<file path="src/core/dgp_defines.svh">
// constants of the dual port gpio block with timer toggle output
`ifndef DGP_DEFINES_SVH
`define DGP_DEFINES_SVH

`define DGP_ADDR_W 8
`define DGP_DATA_W 8
`define DGP_PA_W 8
`define DGP_PB_W 5

`define DGP_OFS_PA_IN 8'hd0
`define DGP_OFS_PA_OUT 8'hd1
`define DGP_OFS_PA_DIR 8'hd2
`define DGP_OFS_PA_SFR 8'hd3
`define DGP_OFS_PB_IN 8'hd4
`define DGP_OFS_PB_OUT 8'hd5
`define DGP_OFS_PB_DIR 8'hd6
`define DGP_OFS_PB_SFR 8'hd7

`define DGP_PB_STOP_BIT 0
`define DGP_PB_TIMER_TOGGLE_OUTPUT_BIT 1
`define DGP_PB_IRQ_BIT 2
`define DGP_PB_CREF_BIT 3
`define DGP_PB_CSIG_BIT 4

`define DGP_RST_DIR 8'h00
`define DGP_RST_SFR 8'h00
`define DGP_RST_IN 8'h00
`define DGP_RST_TOGGLE 1'b0
`define DGP_RST_RDATA 8'h00

`endif

</file>
<file path="src/core/dgp_pkg.sv">
// types shared by the dual port gpio block
package dgp_pkg;
   typedef struct packed {
      logic [7:0] addr;
      logic [7:0] wdata;
      logic wr;
      logic rd;
   } dgp_bus_req_t;

   typedef struct packed {
      logic t0_end;
      logic pwm_mode;
      logic pwm_high_end;
      logic pwm_low_end;
   } dgp_timer_evt_t;

   typedef struct packed {
      logic stop_recovery;
      logic pin_two_irq;
      logic comparator_on;
      logic comparator_ref;
      logic comparator_sig;
   } dgp_special_t;
endpackage

</file>
<file path="src/core/dgp_port.sv">
// dual gpio port block: register file, pin drive and timer toggle output
//
// Summary of operation
// - timer output on port b pin one needs direction output and special bit.
// - outside pwm mode each timer zero end-of-count inverts the toggle flip-flop on pin one.
// - continuous timer zero reloads give equal high and low pin times.
// - in pwm mode end of high time drives low, end of low drives high unless high also ends.
// - thirteen lines: eight-bit port a plus a smaller port b.
// - port b has five lines, each direction set independently.
// - each register bit affects only the pin at its own position.
// - port a special bit selects open-drain for output pins.
// - input pins pass two flip-flops before the input value register.
// - output pins are driven from their output value bit.
// - the unused register bit of a pin keeps its value, no effect.
// - input register write is stored, then replaced next cycle if input.
// - input register bit of output pins keeps the software value.
// - output value register reads return held contents despite contention.
// - input schmitt-trigger disabled while the pin is an output.
// - port registers accessed in any order, at any time.
// - port b special bits enable recovery, timer, irq, comparator functions.
// - full reset clears directions to inputs, output values kept.
// - full reset clears both special function registers to zero.
// - recovery and watchdog events leave port control registers alone.
`include "dgp_defines.svh"

module dgp_port (
   input wire logic ref_clk,
   input wire logic resetn,
   input dgp_pkg::dgp_bus_req_t bus_req,
   output logic [7:0] bus_rdata,
   input dgp_pkg::dgp_timer_evt_t timer_evt,
   input wire logic [7:0] pa_pin_in,
   output logic [7:0] pa_pin_out,
   output logic [7:0] pa_pin_oe,
   input wire logic [4:0] pb_pin_in,
   output logic [4:0] pb_pin_out,
   output logic [4:0] pb_pin_oe,
   output logic [7:0] pa_schmitt_en,
   output logic [4:0] pb_schmitt_en,
   output dgp_pkg::dgp_special_t special
);

   // ==========================================================
   // register storage
   // ==========================================================
   logic [7:0] port_a_input_value;
   logic [7:0] port_a_output_value;
   logic [7:0] port_a_direction;
   logic [7:0] port_a_special_select;
   logic [4:0] port_b_input_value;
   logic [4:0] port_b_output_value;
   logic [4:0] port_b_direction;
   logic [4:0] port_b_special_select;

   logic [7:0] pa_sync1;
   logic [7:0] pa_sync2;
   logic [4:0] pb_sync1;
   logic [4:0] pb_sync2;
   logic timer_toggle_output;

   logic wr_pa_in;
   logic wr_pa_out;
   logic wr_pa_dir;
   logic wr_pa_sfr;
   logic wr_pb_in;
   logic wr_pb_out;
   logic wr_pb_dir;
   logic wr_pb_sfr;

   // every register is reachable at any time, no access ordering
   assign wr_pa_in = bus_req.wr && bus_req.addr == `DGP_OFS_PA_IN;
   assign wr_pa_out = bus_req.wr && bus_req.addr == `DGP_OFS_PA_OUT;
   assign wr_pa_dir = bus_req.wr && bus_req.addr == `DGP_OFS_PA_DIR;
   assign wr_pa_sfr = bus_req.wr && bus_req.addr == `DGP_OFS_PA_SFR;
   assign wr_pb_in = bus_req.wr && bus_req.addr == `DGP_OFS_PB_IN;
   assign wr_pb_out = bus_req.wr && bus_req.addr == `DGP_OFS_PB_OUT;
   assign wr_pb_dir = bus_req.wr && bus_req.addr == `DGP_OFS_PB_DIR;
   assign wr_pb_sfr = bus_req.wr && bus_req.addr == `DGP_OFS_PB_SFR;

   // ==========================================================
   // control registers
   // ==========================================================
   // only the full device reset clears these; recovery and watchdog
   // events do not reach this block
   always_ff @(posedge ref_clk or negedge resetn) begin
      if (!resetn) begin
         port_a_direction <= `DGP_RST_DIR;
      end else begin
         if (wr_pa_dir) begin
            port_a_direction <= bus_req.wdata;
         end
      end
   end

   // port b keeps five bits; upper write data bits are dropped
   always_ff @(posedge ref_clk or negedge resetn) begin
      if (!resetn) begin
         port_b_direction <= 5'(`DGP_RST_DIR);
      end else begin
         if (wr_pb_dir) begin
            port_b_direction <= bus_req.wdata[4:0];
         end
      end
   end

   // cleared on full reset so no special function acts on stale bits
   always_ff @(posedge ref_clk or negedge resetn) begin
      if (!resetn) begin
         port_a_special_select <= `DGP_RST_SFR;
      end else begin
         if (wr_pa_sfr) begin
            port_a_special_select <= bus_req.wdata;
         end
      end
   end

   always_ff @(posedge ref_clk or negedge resetn) begin
      if (!resetn) begin
         port_b_special_select <= 5'(`DGP_RST_SFR);
      end else begin
         if (wr_pb_sfr) begin
            port_b_special_select <= bus_req.wdata[4:0];
         end
      end
   end

   // output values survive reset on purpose, so no reset branch; the
   // pins are inputs during reset, so the unknown start is harmless
   always_ff @(posedge ref_clk) begin
      if (wr_pa_out) begin
         port_a_output_value <= bus_req.wdata;
      end
      if (wr_pb_out) begin
         port_b_output_value <= bus_req.wdata[4:0];
      end
   end

   // ==========================================================
   // input synchronisers
   // ==========================================================
   // stage one is gated by the inverted direction bit so output pins do
   // not toggle the input path
   always_ff @(posedge ref_clk or negedge resetn) begin
      if (!resetn) begin
         pa_sync1 <= `DGP_RST_IN;
         pa_sync2 <= `DGP_RST_IN;
         pb_sync1 <= 5'(`DGP_RST_IN);
         pb_sync2 <= 5'(`DGP_RST_IN);
      end else begin
         pa_sync1 <= pa_pin_in & ~port_a_direction;
         pa_sync2 <= pa_sync1;
         pb_sync1 <= pb_pin_in & ~port_b_direction;
         pb_sync2 <= pb_sync1;
      end
   end

   // ==========================================================
   // input value registers
   // ==========================================================
   // a write is stored for one cycle; input bits are then
   // refreshed from the synchroniser, output bits keep it
   always_ff @(posedge ref_clk or negedge resetn) begin
      if (!resetn) begin
         port_a_input_value <= `DGP_RST_IN;
      end else begin
         for (int i = 0; i < `DGP_PA_W; i++) begin
            if (wr_pa_in) begin
               port_a_input_value[i] <= bus_req.wdata[i];
            end else if (!port_a_direction[i]) begin
               port_a_input_value[i] <= pa_sync2[i];
            end
         end
      end
   end

   always_ff @(posedge ref_clk or negedge resetn) begin
      if (!resetn) begin
         port_b_input_value <= 5'(`DGP_RST_IN);
      end else begin
         for (int i = 0; i < `DGP_PB_W; i++) begin
            if (wr_pb_in) begin
               port_b_input_value[i] <= bus_req.wdata[i];
            end else if (!port_b_direction[i]) begin
               port_b_input_value[i] <= pb_sync2[i];
            end
            // output bits hold the last software value
         end
      end
   end

   // ==========================================================
   // timer toggle flip-flop
   // ==========================================================
   // in pwm mode the half-period ends set the level explicitly,
   // so the waveform cannot drift out of phase with the timer
   always_ff @(posedge ref_clk or negedge resetn) begin
      if (!resetn) begin
         timer_toggle_output <= `DGP_RST_TOGGLE;
      end else if (timer_evt.pwm_mode) begin
         if (timer_evt.pwm_high_end) begin
            timer_toggle_output <= 1'b0;
         end else if (timer_evt.pwm_low_end) begin
            timer_toggle_output <= 1'b1;
         end
      end else if (timer_evt.t0_end) begin
         // same reload each time gives a 50-percent duty cycle
         timer_toggle_output <= ~timer_toggle_output;
      end
   end

   // ==========================================================
   // pin drive, one generate per pin position
   // ==========================================================
   logic [7:0] next_pa_out;
   logic [7:0] next_pa_oe;
   logic [4:0] next_pb_out;
   logic [4:0] next_pb_oe;

   genvar g;
   generate
      for (g = 0; g < `DGP_PA_W; g++) begin : gen_pa
         // open-drain only ever pulls low; a one releases the pin
         always_comb begin
            if (port_a_special_select[g]) begin
               next_pa_out[g] = 1'b0;
               next_pa_oe[g] = port_a_direction[g] &
                               ~port_a_output_value[g];
            end else begin
               next_pa_out[g] = port_a_output_value[g];
               next_pa_oe[g] = port_a_direction[g];
            end
         end
      end
      for (g = 0; g < `DGP_PB_W; g++) begin : gen_pb
         always_comb begin
            next_pb_oe[g] = port_b_direction[g];
            if (g == `DGP_PB_TIMER_TOGGLE_OUTPUT_BIT && port_b_special_select[g]) begin
               next_pb_out[g] = timer_toggle_output;
            end else begin
               next_pb_out[g] = port_b_output_value[g];
            end
         end
      end
   endgenerate

   // registered drive costs a cycle but keeps decode glitches off the pins
   always_ff @(posedge ref_clk or negedge resetn) begin
      if (!resetn) begin
         pa_pin_out <= 8'h00;
         pa_pin_oe <= 8'h00;
      end else begin
         pa_pin_out <= next_pa_out;
         pa_pin_oe <= next_pa_oe;
      end
   end

   always_ff @(posedge ref_clk or negedge resetn) begin
      if (!resetn) begin
         pb_pin_out <= 5'h00;
         pb_pin_oe <= 5'h00;
      end else begin
         pb_pin_out <= next_pb_out;
         pb_pin_oe <= next_pb_oe;
      end
   end

   // the buffer enable follows direction only, so a released open-drain
   // pin cannot be read back through its input path
   always_ff @(posedge ref_clk or negedge resetn) begin
      if (!resetn) begin
         pa_schmitt_en <= 8'h00;
      end else begin
         pa_schmitt_en <= ~port_a_direction;
      end
   end

   always_ff @(posedge ref_clk or negedge resetn) begin
      if (!resetn) begin
         pb_schmitt_en <= 5'h00;
      end else begin
         pb_schmitt_en <= ~port_b_direction;
      end
   end

   // ==========================================================
   // port b special function outputs
   // ==========================================================
   // input functions only act while the pin is an input, which is
   // why software should arm the special bits last
   always_ff @(posedge ref_clk or negedge resetn) begin
      if (!resetn) begin
         special <= '0;
      end else begin
         special.stop_recovery <=
            port_b_special_select[`DGP_PB_STOP_BIT] &
            ~port_b_direction[`DGP_PB_STOP_BIT] &
            pb_sync2[`DGP_PB_STOP_BIT];
         special.pin_two_irq <=
            port_b_special_select[`DGP_PB_IRQ_BIT] &
            ~port_b_direction[`DGP_PB_IRQ_BIT] &
            pb_sync2[`DGP_PB_IRQ_BIT];
         special.comparator_on <=
            port_b_special_select[`DGP_PB_CREF_BIT] &
            port_b_special_select[`DGP_PB_CSIG_BIT];
         special.comparator_ref <=
            port_b_special_select[`DGP_PB_CREF_BIT] &
            pb_sync2[`DGP_PB_CREF_BIT];
         special.comparator_sig <=
            port_b_special_select[`DGP_PB_CSIG_BIT] &
            pb_sync2[`DGP_PB_CSIG_BIT];
      end
   end

   // ==========================================================
   // read data, one cycle after the read strobe
   // ==========================================================
   logic [7:0] next_rdata;

   always_comb begin
      next_rdata = `DGP_RST_RDATA;
      unique case (bus_req.addr)
         `DGP_OFS_PA_IN: next_rdata = port_a_input_value;
         `DGP_OFS_PA_OUT: next_rdata = port_a_output_value;
         `DGP_OFS_PA_DIR: next_rdata = port_a_direction;
         `DGP_OFS_PA_SFR: next_rdata = port_a_special_select;
         `DGP_OFS_PB_IN: next_rdata = {3'h0, port_b_input_value};
         `DGP_OFS_PB_OUT: next_rdata = {3'h0, port_b_output_value};
         `DGP_OFS_PB_DIR: next_rdata = {3'h0, port_b_direction};
         `DGP_OFS_PB_SFR: next_rdata = {3'h0, port_b_special_select};
         default: next_rdata = `DGP_RST_RDATA;
      endcase
   end

   // data stand only in the cycle after the strobe, zero otherwise
   always_ff @(posedge ref_clk or negedge resetn) begin
      if (!resetn) begin
         bus_rdata <= `DGP_RST_RDATA;
      end else if (bus_req.rd) begin
         bus_rdata <= next_rdata;
      end else begin
         bus_rdata <= `DGP_RST_RDATA;
      end
   end

endmodule
</file>
<file path="config.mk">
export PLATFORM = sky130hd
export DESIGN_NAME = dgp_port
export DESIGN_NICKNAME = d
export VERILOG_FILES = /design/src/core/dgp_pkg.sv /design/src/core/dgp_port.sv
export VERILOG_INCLUDE_DIRS = /design/src /design/src/core
export SDC_FILE = /design/constraint.sdc
export NUM_CORES = 1
export LEC_CHECK = 0
export ABC_AREA = 0
export BUFFER_PORTS_ARGS = -buffer_cell sky130_fd_sc_hd__buf_2
export CAP_MARGIN = 20
export CORE_ASPECT_RATIO = 0.6
export CORE_MARGIN = 3
export CORE_UTILIZATION = 40
export CTS_CLUSTER_DIAMETER = 120
export DETAILED_ROUTE_END_ITERATION = 7
export SYNTH_ARGS = -nofsm -noshare
export SYNTH_HDL_FRONTEND = slang
export SYNTH_SLANG_ARGS = --single-unit
export TNS_END_PERCENT = 50
</file>
<file path="constraint.sdc">
create_clock -name ref_clk -period 1.3 [get_ports ref_clk]
set_input_delay 0.065 -clock ref_clk [delete_from_list [all_inputs] [get_ports ref_clk]]
set_output_delay 0.065 -clock ref_clk [all_outputs]
set_load 0.01 [all_outputs]
</file>
==> results.tsv <==
stage	metric	value	unit
sta	slew_headroom	72.2	%
cts	cts_num_sinks	131	
synthesis	synth_top_family_by_area	multiplexers	
drt	wirelength	10400	um
drt	vias_per_cell	4.61	
drt	ant_nets	0	
sta	min_period	1.19	ns
final_layout	syn_to_final_growth	35.1	%
sta	fin_crit_sh	91.5	%
setup_path	critPathTopFamily	multiplexers	
final_layout	nFillCells	949	
sta	final-setup-viol-count	0	
status	run_status	completed	
setup_path	crit_buf_inv	0	
die	coreArea	11600	um2
setup_path	critPathLaunchType	flop	
sta	hold_ws	0.0654	ns
die	num_rows	30	
sta	final_hold_viol_count	0	
synthesis	yosysTopAreaCell	dfrtp_1	
final_layout	drive_above_1_share	45.4	%
final_layout	nNetsFinal	498	
setup_path	slowest_stage	dfrtp_1	
power_and_ir_drop	p_leak	3.13	nW
global_routing	grt_overflow	0	
sta	rsz0062_at_grt	false	
setup_path	worstPathArrival	1.48	ns
sta	slew_violations	0	
synthesis	synthAdderAreaFrac	0	%
synthesis	synth-compound-area-share	4.11	%
setup_path	r2r-start	port_a_direction[2]	
setup_path	max_stage_delay	0.46	ns
die	dieArea	13700	um2
power_and_ir_drop	power_density	1540	nW/um2
cts	cts_resized	0	
min_path	holdPathStages	4	
synthesis	synth_flop_cell	dfrtp_1	
synthesis	async_reset_ff_share	90.1	%
placement	dp_slack	-0.308	ns
synthesis	netlist_top_cells_area	dfrtp_1 (60%), mux2_2 (8.5%), edfxtp_1 (8.0%)	
global_routing	first_global_vias	3033	
synthesis	syn_area_per_cell	15.8	um2
final_layout	finalNonFillerCells	634	
drt	drt_iter0_markers	78	
placement	gp_congestion	0.797	
min_path	hold_end	timer_toggle_output	
global_routing	grt_pass1_wl	16600	um
cts	cts-root-buf	clkbuf_16	
cts	htree_levels	4	
final_layout	final_cell_mix	dfrtp_1 (118), buf_2 (87), mux2_2 (37)	
setup_path	critPathRequiredTime	1.59	ns
synthesis	synth_cell_types	30	
drt	vias	2923	
setup_path	cp-end-kind	flop	
global_routing	grt_usage	16.2	%
min_path	hold_path_class	input port to flop	
sta	clock.fmax	0.840	GHz
setup_path	r2r_slack	0.11	ns
drt	drt-pass1-iter-count	4	
setup_path	criticalPathCategory	flop to flop	
cts	clk_latency	0.41	ns
power_and_ir_drop	power	10.2	mW
die	initial_utilization	42.1	%
die	die_w	149	um
cts	clk_pin_slew	0.06	ns
die	die_h	91.7	um
final_layout	layout_commonest_cell	dfrtp_1	
power_and_ir_drop	ir_worst_vdd	1.00	mV
placement	dp_hpwl	7120	um
sta	skew	0.00869	ns
job	drv_cap	0	
placement	portBuffers	88	
drt	wl_per_cell	16.4	um
synthesis	synth_simple_gate_area_share	6.28	%
global_routing	antenna_found_initial	0	
min_path	min_from	timer_evt[0]	
synthesis	synthXorXnorAreaFrac	0.179	%
setup_path	r2r_end	port_a_input_value[2]	
synthesis	synth_warnings	0	
synthesis	syn_area	4900	um2
setup_path	r2r.worst_path.cells	2	
drt	drc_errors	0	
final_layout	final_util	56.9	%
die	io_pins	89	
synthesis	syn_nets	347	
synthesis	syn-instance-count	310	
cts	cts_tree	done	
synthesis	muxShareOfSynthArea	18.7	%
synthesis	synth_seq_cells	131	
cts	cts_buffers	17	
placement	dp.cells	577	
setup_path	crit_path_max_fanout	5	
final_layout	n_antenna_cell	0	
cts	cts_buffer_depth	2	
sta	worst_slack	0.110	ns
synthesis	synth_edf_count	13	
sta	worstMarginPinSlew	0.417	ns
global_routing	grt_max_degree	50	
setup_path	critical_path.cell_chain	mux2_2 > mux2_4	
synthesis	synth_top_area_share	60.3	%
synthesis	yosysSeqAreaShare	68.2	%
-- metal layers --
metal | track usage, % | wire, um
met3 | 5.19 | 502
met1 | 22.5 | 5030
met4 | 5.48 | 65
met2 | 24.2 | 4820
met5 | 0 | 0
-- worst max-delay path by stage --
| stage | startpoint | endpoint | depth (start not counted) |
|---|---|---|---|
| finish | port_a_direction[2] | port_a_input_value[2] | 2 |
| global route | bus_req[13] | port_a_special_select[0] | 6 |
| CTS | port_a_direction[2] | port_a_input_value[2] | 2 |
| detailed placement | bus_req[13] | port_a_direction[2] | 5 |
| global placement | bus_req[11] | port_a_input_value[6] | 5 |
| floorplan | bus_req[13] | port_a_direction[0] | 5 |
-- report_power, final --
part	leakage [nW]	switching (mW)	total, mW	internal [mW]
clock network	0.302	1.73	5.18	3.45
logic	1.26	0.300	0.633	0.332
registers	1.57	0.0775	4.37	4.29
-- synth_stat cells (2+ instances only) --
library cell	n
clkbuf_1	2
mux2_4	16
mux2_2	37
nor2_1	6
and2_1	3
buf_2	5
nor2b_1	21
edfxtp_1	13
nand3b_1	2
a21oi_1	13
o22a_1	5
dfrtp_1	118
mux2i_1	26
buf_6	3
inv_1	13
and3_1	2
or3b_1	5
o22a_2	8
-- layout make-up --
type                            instances  area [um2]  area share (%)
Sequential cell                       131        3340            50.5
Multi-Input combinational cell        155        1440            21.7
Timing Repair Buffer                  143         943            14.3
Clock buffer                           19         443            6.69
Clock inverter                         13         206            3.12
Tap cell                              160         200            3.02
Inverter                               13        48.8           0.737
-- worst register-to-register path, delay by kind of cell, from the launching register on --
family | cells | cell delay, ns
mux | 2 | 0.62
flops | 1 | 0.46
-- stage by stage --
| stage | TNS, ns | area, um2 |
|---|---|---|
| after detailed placement | -11.17 | 5720 |
| final | 0 | 6620 |
| after CTS | 0 | 6620 |
| after global routing | 0 | 6620 |
| after floorplan | -6.66 | 4910 |
| after global placement | -10.45 | 5720 |
-- registers in the layout (all words and copies together), names as in the netlist, 8 cells and up --
signal,count
pa_schmitt_en,8
pa_pin_oe,8
bus_rdata,8
pa_sync2,8
port_a_output_value,8
pa_pin_out,8
port_a_special_select,8
port_a_direction,8
port_a_input_value,8
pa_sync1,8
-- cells by family after synthesis --
| group | after synthesis |
|---|---|
| DFF | 131 |
| muxes | 79 |
| and+or+nand+nor | 47 |
| AOI/OAI and AO/OA | 28 |
| buffers and inverters | 24 |
| xor gates and xnor gates | 1 |
-- timing repair --
item / CTS / global route
endpoints found under the hold margin: 154 / 0
hold buffers: 25 / 0
buffers inserted: 0 / 0
No activity file was read; power rests on OpenSTA's default activity.
